--- config.mk ---
export PLATFORM = sky130hd
export DESIGN_NAME = perf_mon_ovf
export DESIGN_NICKNAME = d
export VERILOG_FILES = /design/src/rtl/perf_mon_pkg.sv /design/src/rtl/perf_cnt_if.sv /design/src/rtl/perf_counter.sv /design/src/rtl/perf_mon_ovf.sv
export SDC_FILE = /design/constraint.sdc
export NUM_CORES = 1
export LEC_CHECK = 0
export BUFFER_PORTS_ARGS = -buffer_cell sky130_fd_sc_hd__buf_4
export CORE_MARGIN = 2
export CORE_UTILIZATION = 53
export CTS_BUF_LIST = sky130_fd_sc_hd__clkbuf_16
export DETAILED_ROUTE_END_ITERATION = 16
export GPL_ROUTABILITY_DRIVEN = 0
export GPL_TIMING_DRIVEN = 0
export PLACE_DENSITY = 0.74
export SLEW_MARGIN = 10
export SYNTH_ARGS = -nofsm -noshare
export SYNTH_HDL_FRONTEND = slang
export SYNTH_SLANG_ARGS = --single-unit
--- constraint.sdc ---
create_clock -name core_clk_i -period 2 [get_ports core_clk_i]
set_input_delay 0.2 -clock core_clk_i [delete_from_list [all_inputs] [get_ports core_clk_i]]
set_output_delay 0.2 -clock core_clk_i [all_outputs]
set_load 0.01 [all_outputs]
--- src/rtl/perf_mon_pkg.sv ---
// constants, field layouts and types for the overflow status and freeze logic
package perf_mon_pkg;

   // status register file geometry
   localparam int NUM_STATUS = 4;
   localparam int STATUS_W   = 64;
   localparam int STATUS_ALL = NUM_STATUS * STATUS_W;

   // status bit positions
   localparam int FREEZE_BIT = 0;
   localparam int IGN_LSB    = 1;
   localparam int IGN_MSB    = 3;
   localparam int FIRST_CNT  = 4;   // first generic pair owning an overflow bit
   localparam int MS_BASE    = 64;  // model-specific monitor bits start here

   // implemented monitors
   localparam int NUM_CNT = 4;      // generic pairs 4..7
   localparam int NUM_MS  = 2;      // model-specific monitors at bits 64, 65
   localparam int COUNT_W = 32;

   // writable / readable status positions; the rest read zero and ignore writes
   localparam logic [STATUS_ALL-1:0] IMPL_MASK =
      {128'h0, 64'h0000000000000003, 64'h00000000000000f1};

   // access spaces on the register port
   localparam logic [1:0] SPACE_STATUS = 2'h0;
   localparam logic [1:0] SPACE_CONFIG = 2'h1;
   localparam logic [1:0] SPACE_DATA   = 2'h2;

   // counter configuration word layout
   localparam int CFG_PLM_LSB = 0;
   localparam int CFG_PLM_MSB = 3;
   localparam int CFG_OI_BIT  = 5;
   localparam int CFG_PM_BIT  = 6;
   localparam int CFG_EVT_BIT = 8;

   // event selection codes
   localparam logic EVT_RETIRED = 1'h0;
   localparam logic EVT_CYCLES  = 1'h1;

   // values after reset
   localparam logic [STATUS_ALL-1:0] STATUS_RST = '0;
   localparam logic [COUNT_W-1:0]    COUNT_RST  = '0;
   localparam logic [STATUS_W-1:0]   RDATA_RST  = '0;

   typedef logic [1:0] reg_idx_t;

   typedef struct packed {
      logic [3:0] plm;    // privilege levels allowed to count
      logic       oi;     // interrupt and freeze on wrap
      logic       pm;     // privileged monitor
      logic       evt;    // event selection
   } cnt_cfg_s;

   localparam cnt_cfg_s CFG_RST = '0;

endpackage : perf_mon_pkg
--- src/rtl/perf_cnt_if.sv ---
// bundle between the freeze control and the generic counters
`timescale 1ns/10ps
`default_nettype none
interface perf_cnt_if;
   import perf_mon_pkg::*;

   // shared enables and events
   logic                 frozen;
   logic                 up_en;
   logic                 pp_en;
   logic [1:0]           cpl;
   logic                 retire_evt;
   logic                 cycle_evt;
   logic [STATUS_W-1:0]  wdata;
   // per counter strobes and results
   logic                 cfg_we [NUM_CNT];
   logic                 dat_we [NUM_CNT];
   logic                 wrap   [NUM_CNT];
   cnt_cfg_s             cfg    [NUM_CNT];
   logic [COUNT_W-1:0]   count  [NUM_CNT];

   modport ctrl (output frozen, up_en, pp_en, cpl, retire_evt, cycle_evt, wdata,
                 output cfg_we, dat_we, input wrap, cfg, count);
   modport cnt  (input frozen, up_en, pp_en, cpl, retire_evt, cycle_evt, wdata,
                 input cfg_we, dat_we, output wrap, cfg, count);
endinterface : perf_cnt_if
`default_nettype wire

--- src/rtl/perf_counter.sv ---
// one generic counter pair: configuration, gated counting, wrap detection
`timescale 1ns/10ps
`default_nettype none
module perf_counter #(
   parameter int IDX = 0
) (
   // clock and reset
   input  wire logic  core_clk_i,
   input  wire logic  nrst_i,
   // link to the freeze control
   perf_cnt_if.cnt    cif
);
   import perf_mon_pkg::*;

   typedef struct packed {
      cnt_cfg_s           cfg;
      logic [COUNT_W-1:0] count;
   } cnt_state_s;

   cnt_state_s st_ff;
   cnt_state_s nxt_st;
   logic       run;
   logic       hit;

   // enable, event select and next state
   always_comb begin
      nxt_st = st_ff;
      run = !cif.frozen && st_ff.cfg.plm[cif.cpl]
            && (st_ff.cfg.pm ? cif.pp_en : cif.up_en); // see RULE18 see RULE4
      hit = run && ((st_ff.cfg.evt == EVT_CYCLES) ? cif.cycle_evt : cif.retire_evt);
      if (hit) begin
         nxt_st.count = st_ff.count + COUNT_W'(1); // wraps to zero, keeps counting see RULE19
      end
      // a software load wins over the increment of the same cycle
      if (cif.dat_we[IDX]) begin
         nxt_st.count = cif.wdata[COUNT_W-1:0];
      end
      if (cif.cfg_we[IDX]) begin
         nxt_st.cfg.plm = cif.wdata[CFG_PLM_MSB:CFG_PLM_LSB];
         nxt_st.cfg.oi  = cif.wdata[CFG_OI_BIT];
         nxt_st.cfg.pm  = cif.wdata[CFG_PM_BIT];
         nxt_st.cfg.evt = cif.wdata[CFG_EVT_BIT];
      end
   end

   // state register
   always_ff @(posedge core_clk_i) begin
      if (!nrst_i) begin
         st_ff <= '{cfg: CFG_RST, count: COUNT_RST};
      end else begin
         st_ff <= nxt_st;
      end
   end

   // results back to the control
   assign cif.wrap[IDX]  = hit && (st_ff.count == '1);
   assign cif.cfg[IDX]   = st_ff.cfg;
   assign cif.count[IDX] = st_ff.count;

endmodule : perf_counter
`default_nettype wire

--- src/rtl/perf_mon_ovf.sv ---
// overflow status registers, freeze bit and monitor interrupt of the perf monitor
// What this block and the software using it do
// RULE1: wrap of a counter with overflow_irq_enable set sets freeze_flag, bit 0.
// RULE2: a model-specific monitor interrupt request also sets freeze_flag.
// RULE3: software may write freeze_flag to one or zero.
// RULE4: freeze_flag one stops all counting; zero lets other enables decide.
// RULE5: each implemented counter has a sticky status bit set on its overflow.
// RULE6: simultaneous overflows set all their status bits in the same cycle.
// RULE7: hardware never clears status or freeze bits; only software zero writes.
// RULE8: unimplemented status positions read zero and ignore writes.
// RULE9: an event counts retired instructions, nops and predicated-off included.
// RULE10: an event counts clock cycles in the normal or low-power state.
// RULE11: interrupting overflow or monitor request sets status, interrupt, freeze.
// RULE12: once frozen, counting stays off until software clears freeze_flag.
// RULE13: handler numbers counters 64*register+bit, scanning register 0 from bit 4.
// RULE14: handler clears registers 3, 2, 1 and register 0 last.
// RULE15: software ignores an interrupt with freeze clear or both enables off.
// RULE16: context switch saves status registers before masked config and data.
// RULE17: returning to a frozen context, software replays the monitor interrupt.
// RULE18: a counter runs if unfrozen, level permitted and selected enable set.
// RULE19: wrap without overflow_irq_enable sets status only; counting continues.
// RULE20: perf_vector_mask one blocks pending; zero holds the interrupt pending.
// RULE21: a hardware set in the same cycle as a software write wins.
`timescale 1ns/10ps
`default_nettype none
module perf_mon_ovf (
   // clock and reset
   input  wire logic                           core_clk_i,
   input  wire logic                           nrst_i,
   // monitor register access
   input  wire logic                           pm_wr_i,
   input  wire logic                           pm_rd_i,
   input  wire logic [1:0]                     pm_space_i,
   input  wire perf_mon_pkg::reg_idx_t         pm_idx_i,
   input  wire logic [perf_mon_pkg::STATUS_W-1:0] pm_wdata_i,
   // read answer
   output logic [perf_mon_pkg::STATUS_W-1:0]   pm_rdata_o,
   // processor status
   input  wire logic                           user_monitor_enable_i,
   input  wire logic                           priv_monitor_enable_i,
   input  wire logic [1:0]                     cpl_i,
   // events
   input  wire logic                           retired_i,
   input  wire logic                           cpu_normal_i,
   input  wire logic                           cpu_lowpower_i,
   // model-specific monitor requests
   input  wire logic [perf_mon_pkg::NUM_MS-1:0] ms_irq_i,
   // interrupt
   input  wire logic                           perf_vector_mask_i,
   input  wire logic                           perf_irq_ack_i,
   // interrupt and freeze state
   output logic                                perf_irq_o,
   output logic                                freeze_flag_o
);
   import perf_mon_pkg::*;

   // every bit of state of this module, registered in one place
   typedef struct packed {
      logic [STATUS_ALL-1:0] status;   // four 64-bit words, word 0 lowest
      logic                  pend;
      logic [STATUS_W-1:0]   rdata;
   } ovf_state_s;

   ovf_state_s            st_ff;
   ovf_state_s            nxt_st;
   // combinational helpers, none of them holds state
   logic [STATUS_ALL-1:0] hw_set;
   logic                  frz_req;
   logic [NUM_MS-1:0]     ms_live;
   logic                  wr_status;

   // one bundle carries the enables down and the wrap results back up
   perf_cnt_if cif ();

   // shared enables toward the counters; the freeze stops every slot
   // from the edge that set it, so nothing counts past a frozen wrap
   assign cif.frozen     = st_ff.status[FREEZE_BIT]; // see RULE4 see RULE12
   assign cif.up_en      = user_monitor_enable_i;
   assign cif.pp_en      = priv_monitor_enable_i;
   assign cif.cpl        = cpl_i;
   assign cif.retire_evt = retired_i;                        // see RULE9
   assign cif.cycle_evt  = cpu_normal_i || cpu_lowpower_i;   // see RULE10
   assign cif.wdata      = pm_wdata_i;

   // per counter write strobes and the counters themselves
   for (genvar g = 0; g < NUM_CNT; g++) begin : g_cnt
      // slot g owns status bit FIRST_CNT + g
      assign cif.cfg_we[g] = pm_wr_i && (pm_space_i == SPACE_CONFIG)
                             && (pm_idx_i == reg_idx_t'(g));
      assign cif.dat_we[g] = pm_wr_i && (pm_space_i == SPACE_DATA)
                             && (pm_idx_i == reg_idx_t'(g));
      // one counter per slot, all sharing the bundle
      perf_counter #(
         .IDX        (g)
      ) u_cnt (
         .core_clk_i (core_clk_i),
         .nrst_i     (nrst_i),
         .cif        (cif)
      );
   end

   // a status write, whichever word it addresses
   assign wr_status = pm_wr_i && (pm_space_i == SPACE_STATUS);

   // model-specific monitors are frozen with everything else, so a
   // request arriving while frozen leaves no stale status bit behind
   assign ms_live = cif.frozen ? '0 : ms_irq_i; // see RULE4

   // hardware set vector and freeze request
   always_comb begin
      hw_set  = '0;
      frz_req = 1'b0;

      // generic pairs: every wrap is recorded, only enabled pairs freeze
      for (int i = 0; i < NUM_CNT; i++) begin
         if (cif.wrap[i]) begin
            hw_set[FIRST_CNT + i] = 1'b1;      // every wrap of the cycle see RULE5 see RULE6
            if (cif.cfg[i].oi) begin
               frz_req = 1'b1;                 // see RULE1 see RULE19
            end
         end
      end

      // model-specific monitors have no enable: each live request freezes, and interrupts unless masked
      for (int k = 0; k < NUM_MS; k++) begin
         if (ms_live[k]) begin
            hw_set[MS_BASE + k] = 1'b1;
            frz_req             = 1'b1;        // see RULE2
         end
      end

      // any freeze request also sets the freeze bit itself
      if (frz_req) begin
         hw_set[FREEZE_BIT] = 1'b1;            // see RULE11
      end
   end

   // next state: software write first, hardware sets layered on top
   always_comb begin
      // hold everything unless a branch below says otherwise
      nxt_st = st_ff;
      if (wr_status) begin
         // software may set or clear freeze and overflow bits see RULE3 see RULE7
         // only the addressed word changes; masked positions stay zero
         for (int w = 0; w < NUM_STATUS; w++) begin
            if (pm_idx_i == reg_idx_t'(w)) begin
               nxt_st.status[w*STATUS_W +: STATUS_W] =
                  pm_wdata_i & IMPL_MASK[w*STATUS_W +: STATUS_W]; // see RULE8
            end
         end
      end
      // hardware only ever sets, and wins over a clearing write see RULE21 see RULE7
      nxt_st.status = nxt_st.status | (hw_set & IMPL_MASK);

      // pending interrupt, held until acknowledged unless masked; a request
      // in the acknowledge cycle must not be lost, so the set is tested first
      if (frz_req && !perf_vector_mask_i) begin
         nxt_st.pend = 1'b1;                   // see RULE20 see RULE11
      end else if (perf_irq_ack_i) begin
         nxt_st.pend = 1'b0;
      end

      // read answer is registered, one cycle after the strobe
      // a read sees the value before any write of the same edge
      if (pm_rd_i) begin
         unique case (pm_space_i)
            // status flops never hold unimplemented ones, so copy whole words
            SPACE_STATUS: begin
               nxt_st.rdata = '0;
               for (int r = 0; r < NUM_STATUS; r++) begin
                  if (pm_idx_i == reg_idx_t'(r)) begin
                     nxt_st.rdata = st_ff.status[r*STATUS_W +: STATUS_W]; // see RULE8
                  end
               end
            end
            // configuration fields packed back into their positions
            SPACE_CONFIG: begin
               nxt_st.rdata = '0;
               for (int c = 0; c < NUM_CNT; c++) begin
                  if (pm_idx_i == reg_idx_t'(c)) begin
                     nxt_st.rdata[CFG_PLM_MSB:CFG_PLM_LSB] = cif.cfg[c].plm;
                     nxt_st.rdata[CFG_OI_BIT]  = cif.cfg[c].oi;
                     nxt_st.rdata[CFG_PM_BIT]  = cif.cfg[c].pm;
                     nxt_st.rdata[CFG_EVT_BIT] = cif.cfg[c].evt;
                  end
               end
            end
            // counter data in the low half, upper half zero
            SPACE_DATA: begin
               nxt_st.rdata = '0;
               for (int d = 0; d < NUM_CNT; d++) begin
                  if (pm_idx_i == reg_idx_t'(d)) begin
                     nxt_st.rdata[COUNT_W-1:0] = cif.count[d];
                  end
               end
            end
            default: begin
               nxt_st.rdata = '0;              // unmapped space reads zero
            end
         endcase
      end
   end

   // state register; reset is synchronous, like the rest of the core
   // reset clears freeze as well; counters stay idle until configured
   always_ff @(posedge core_clk_i) begin
      if (!nrst_i) begin
         st_ff <= '{status: STATUS_RST, pend: 1'b0, rdata: RDATA_RST};
      end else begin
         st_ff <= nxt_st;
      end
   end

   // outputs straight from flops
   // freeze_flag_o mirrors bit 0 of word 0, the same flop software reads
   assign pm_rdata_o    = st_ff.rdata;
   assign perf_irq_o    = st_ff.pend;
   assign freeze_flag_o = st_ff.status[FREEZE_BIT];

endmodule : perf_mon_ovf
`default_nettype wire

Word level (Yosys, flattened, before mapping)
Index checks and enable logic that the tools add are counted.
Word-level totals
  bits in registers: 477
  logic and storage cells: 146
Operators by class
  add/sub/neg operators: 4
  muxes and demuxes: 70
  bitwise operators: 1
  magnitude comparators: 1
  equality and inequality tests: 9
  reduce and logical (&&, ||, !) cells: 38
Operators with widths (count)
  $mux W64: 8
  $mux W32: 12
  $mux W256: 1
  $or A256 B66 Y256: 1
  $pmux W64 S3: 1
  $add A32 B1 Y32 const B: 4
  $eq A32 B32 Y1 const B: 4
  $mux W1: 35
  $logic_and A1 B1 Y1: 28
  $mux W4: 4
  $mux W2: 5
  $reduce_bool A2 Y1: 5
  $bmux W1 S2: 4
  $eq A2 B2 Y1 const B: 3
  $eq A2 B1 Y1 const B: 2
  $logic_not A2 Y1: 2
  $lt A2 B3 Y1 const B: 1
  $logic_not A1 Y1: 2
  $logic_or A1 B1 Y1: 1

Logic depth before layout (Yosys ltp)
  depth after elaboration: 17
  gate-level depth with buffers: 7
  depth with buffers taken out: 6

Worst setup path before layout
Ideal clock, no wire load.
  path type: register to register
  start point: reg g_cnt[0].u_cnt.st_ff (netlist bit g_cnt[0].u_cnt.cif.count[102])
  end point: reg st_ff[69] (netlist name)
  buffers on the path: 2
  arrival time: 1.848 ns
  stages on the path, launching flop included: 8
  setup time: 0.070 ns
  setup slack: 0.082 ns
  path through: dfxtp_1 > and4_4 > nand4_1 > or3_1 > buf_2 > buf_6 > or4_1 > a21oi_1
On the way
  longest elaborated chain between the ends: 4
Ends and longest elaborated chain
  start: declaration: RTL line perf_counter.sv:20  | cnt_state_s st_ff;
  start signal: assignment: RTL line perf_counter.sv:49  | st_ff <= '{cfg: CFG_RST, count: COUNT_RST};
  start signal: assignment: RTL line perf_counter.sv:51  | st_ff <= nxt_st;
  $eq A32 B32 Y1: RTL line perf_counter.sv:56  | assign cif.wrap[IDX] = hit && (st_ff.count == '1);
  $logic_and A1 B1 Y1: RTL line perf_counter.sv:56
  $mux W1: RTL line perf_mon_ovf.sv:116  | if (cif.wrap[i]) begin
  $or A256 B66 Y256: RTL line perf_mon_ovf.sv:153  | nxt_st.status = nxt_st.status | (hw_set & IMPL_MASK);
  end signal: assignment: RTL line perf_mon_ovf.sv:208  | st_ff <= '{status: STATUS_RST, pend: 1'b0, rdata: RDATA_RST};
  end signal: assignment: RTL line perf_mon_ovf.sv:210  | st_ff <= nxt_st;
  end: declaration: RTL line perf_mon_ovf.sv:64  | ovf_state_s st_ff;
Every way passes these cells.
A chain may end at the register's enable or synchronous reset.

Worst setup path after layout
  start point: reg g_cnt[0].u_cnt.st_ff (netlist bit g_cnt[0].u_cnt.cif.count[100])
  end point: reg st_ff[69] (netlist name)
Same word-level chain as after synthesis.

==> impl_results.md <==
* Pre-antenna DRT Iters at 7
* Critical path's slowest cell: or3_4
* Violated checks: setup timing
* Reg power frac at 0.474
* Cell Rows at 53
* Clk network pwr share at 0.421
* Share of the yosys chip area belonging to registers at 0.341
* Pins Over Slew Limit at 0
* Die height at 151 microns
* Yosys cell types at 60
* Critical path required time at 2390 ps
* Multiplexer area fraction after synthesis at 0.100
* Crit path largest cell delay at 500 ps
* Max Root-Sink Buffers at 2
* Comb power frac at 0.104
* LEAKAGE at 4.90 nW
* Simple-gate share of the synthesized area at 0.209
* Vias in the first global route at 10,920
* Highest fanout seen on the critical path at 8
* Total CTS buffers at 17
* Final Hold Fails at 0
* GRT Total Usage at 0.361
* Hold slack at 10.1 ps
* Dpl hpwl at 28,700 microns
* I/O Buffers at 77
* Synth Flop Type: dfxtp_1
* Sw frac at 0.269
* Max VDD drop at 0.463 mV
* Die Wd at 151 microns
* Largest net degree at the start of global routing at 17
* Ant diodes at 0
* Clock slew at reported path FFs at 80 ps
* Number of nets in the layout at 1,625
* Post-synth ARST share at 0
* Clock root buffer master: clkbuf_16
* FF+latch count, synth at 196
* Final ANT Viol Nets at 0
* Final worst setup slack at -93.2 ps
* Share of cells above drive strength 1 at 0.252
* Status: complete, but fails checks
* First-pass GRT wire length at 62,200 microns
* Synth Area in Compound Gates at 0.175
* Kind of critical path: flip-flop to flip-flop
* Initial antenna violation count at 1
* Placed cells at 1,761
* Worst-Margin Slew at 1220 ps
* Most frequent cells in the layout: buf_4 (176), dfxtp_1 (149), a21oi_1 (147), o21ai_0 (129), xnor2_1 (90)
* Xor/xnor share of the synthesized area at 0.0837
* Crit end category: flip-flop
* Max Cap Violations at 0
* Global route overflow at 0
* Switching power at 2.31 mW
* Pwr dens at 607 mW/mm^2
* Die area at 0.0229 sq mm
* Synth Instances at 1,378
* Drt wl/cell at 23.1 microns
* Worst Path Buf+Inv at 1
* EDFF count, synth at 0
* Avg Cell Area, Syn at 8.35 sq um
* H-tree Lvls at 4
* Final setup vio count at 8
* Synth Cell Area at 0.0115 sq mm
* Setup TNS at -378 ps
* RSZ-0062 raised after global routing: true
* DR vias at 11,999
* TritonCTS clock tree: yes
* # clock sinks at 196
* Worst-Skew Late Latency at 460 ps
* CP arrival at 2480 ps
* Overall power at 8.58 mW
* Final cell count without fillers at 1,824
* Starting density of the core at 0.544
* Fin Clk Skew at 14.2 ps
* Max Fclk at 478 MHz
* Final WL at 42,100 microns
* Tmin final at 2090 ps
* Synth Warn # at 0
* Post-CTS Hold Buffers at 0
* CP delay by family, top: simple AND/OR/NAND/NOR gates
* # IOs at 149
* DRC at 0
* Area growth from synthesis to layout at 22.8%
* Core Area at 0.0212 sq mm
* Worst min path class: input port to flip-flop
* CP Cell Sequence: and4_4 > nand4_1 > or3_4 > buf_6 > or4_4 > a21oi_2
* Via density at 6.58
* Cell-internal power at 6.28 mW
* Slew HR at 0.182
* Largest family of logic cells by synthesized area: simple AND/OR/NAND/NOR gates
* Fin crit share at 1.05
* Most common cell after layout, fill and taps aside: buf_4
* Crit start category: flip-flop
* Starting DRT DRC Count at 1,616
* Synth Area in Adders at 0.00435
-- power groups by stage --
stage	Sequential (mW)	Clock (mW)	Combinational, mW
after floorplan	4.14	0	0.517
after global placement	4.17	0	0.814
after detailed placement	4.17	0	0.824
after CTS	4.07	3.57	0.845
after global routing	4.08	3.74	0.946
final	4.07	3.62	0.894
-- logic make-up after synthesis --
family          Yosys count
fa+ha+maj                 4
xor+xnor                110
buf+inv                 194
compound gates          360
other cells               1
simple gates            435
mux                      78
flops                   196
-- layer usage --
layer	global-route usage	part of all wire	wire (microns)	vias up
li1	-	-	-	5249
met1	0.469	0.38	15800	5699
met2	0.539	0.44	18400	848
met3	0.103	0.13	5330	201
met4	0.197	0.059	2490	2
met5	0	0.00043	18	-
-- path summary, 6_finish.rpt --
| check | start | endpoint | slack, ps | depth (start not counted) |
|---|---|---|---|---|
| worst max-delay path | g_cnt[0].u_cnt.cif.count[100] | st_ff[69] | -90 | 6 |
| worst min-delay path | perf_vector_mask_i | perf_irq_o | 10 | 4 |
| worst max register to register | g_cnt[0].u_cnt.cif.count[100] | st_ff[69] | -90 | 6 |
| worst min register to register | pm_rdata_o[3] | pm_rdata_o[3] | 480 | 2 |
-- cells in the mapped netlist (all sizes together), types with 7 or more instances --
cell     number  area, sq um
a31oi        19          119
mux2i        40          400
o2111ai       7         67.6
o31ai        10         75.1
nand4        36          238
xnor2        90          788
o211ai        7         52.6
nand2        70          265
nor2b        29          181
nor2         77          289
buf          85          582
mux4         29          653
dfxtp       196         3920
a21oi       148          741
or3           9         56.3
and4         18          163
mux2          9          101
or4          15          113
nand2b       12         75.1
nor3         28          140
xor2         20          175
o21ai       129          646
inv          23         86.3
clkbuf       84          317
nor4         59          407
and3          8         50.1
nand3        48          240
a211oi       13         97.6
and2         11         68.8
-- metrics by stage --
step	setup WS, ps	util	cell area (sq um)
6_report	-93.2	0.668	14100
5_1_grt	-97.4	0.668	14100
4_1_cts	-51.4	0.645	13600
3_5_place_dp	-972	0.593	12500
3_3_place_gp	-959	0.593	12500
2_1_floorplan	81.5	-	11600
-- tightest hold or removal path: stages --
cell and delay (ps):
buf_4 80, nand2_1 40, nand2_1 60, a31oi_1 40
-- registers in the layout, summed over array words and instances, names as in the netlist --
name                   cells
g_cnt.u_cnt.cif.count    128
freeze_flag_o              1
pm_rdata_o                32
perf_irq_o                 1
st_ff                      6
g_cnt.u_cnt.cif.cfg       28
-- cell type report --
cell class	instances	area (sq um)
multi-input combinational	1019	7240
fill	1750	7010
sequential	196	4030
buffer	165	955
timing repair buffer	114	892
clock buffer	17	425
tap	275	344
clock inverter	13	160
inverter	25	98.8
-- repair_timing --
item,4_1_cts,5_1_grt
resized for setup,104,98
pin swaps,17,25
endpoints found under the setup margin,107,89
buffers inserted,20,17
Note: power is estimated with default switching activity, not from simulation.
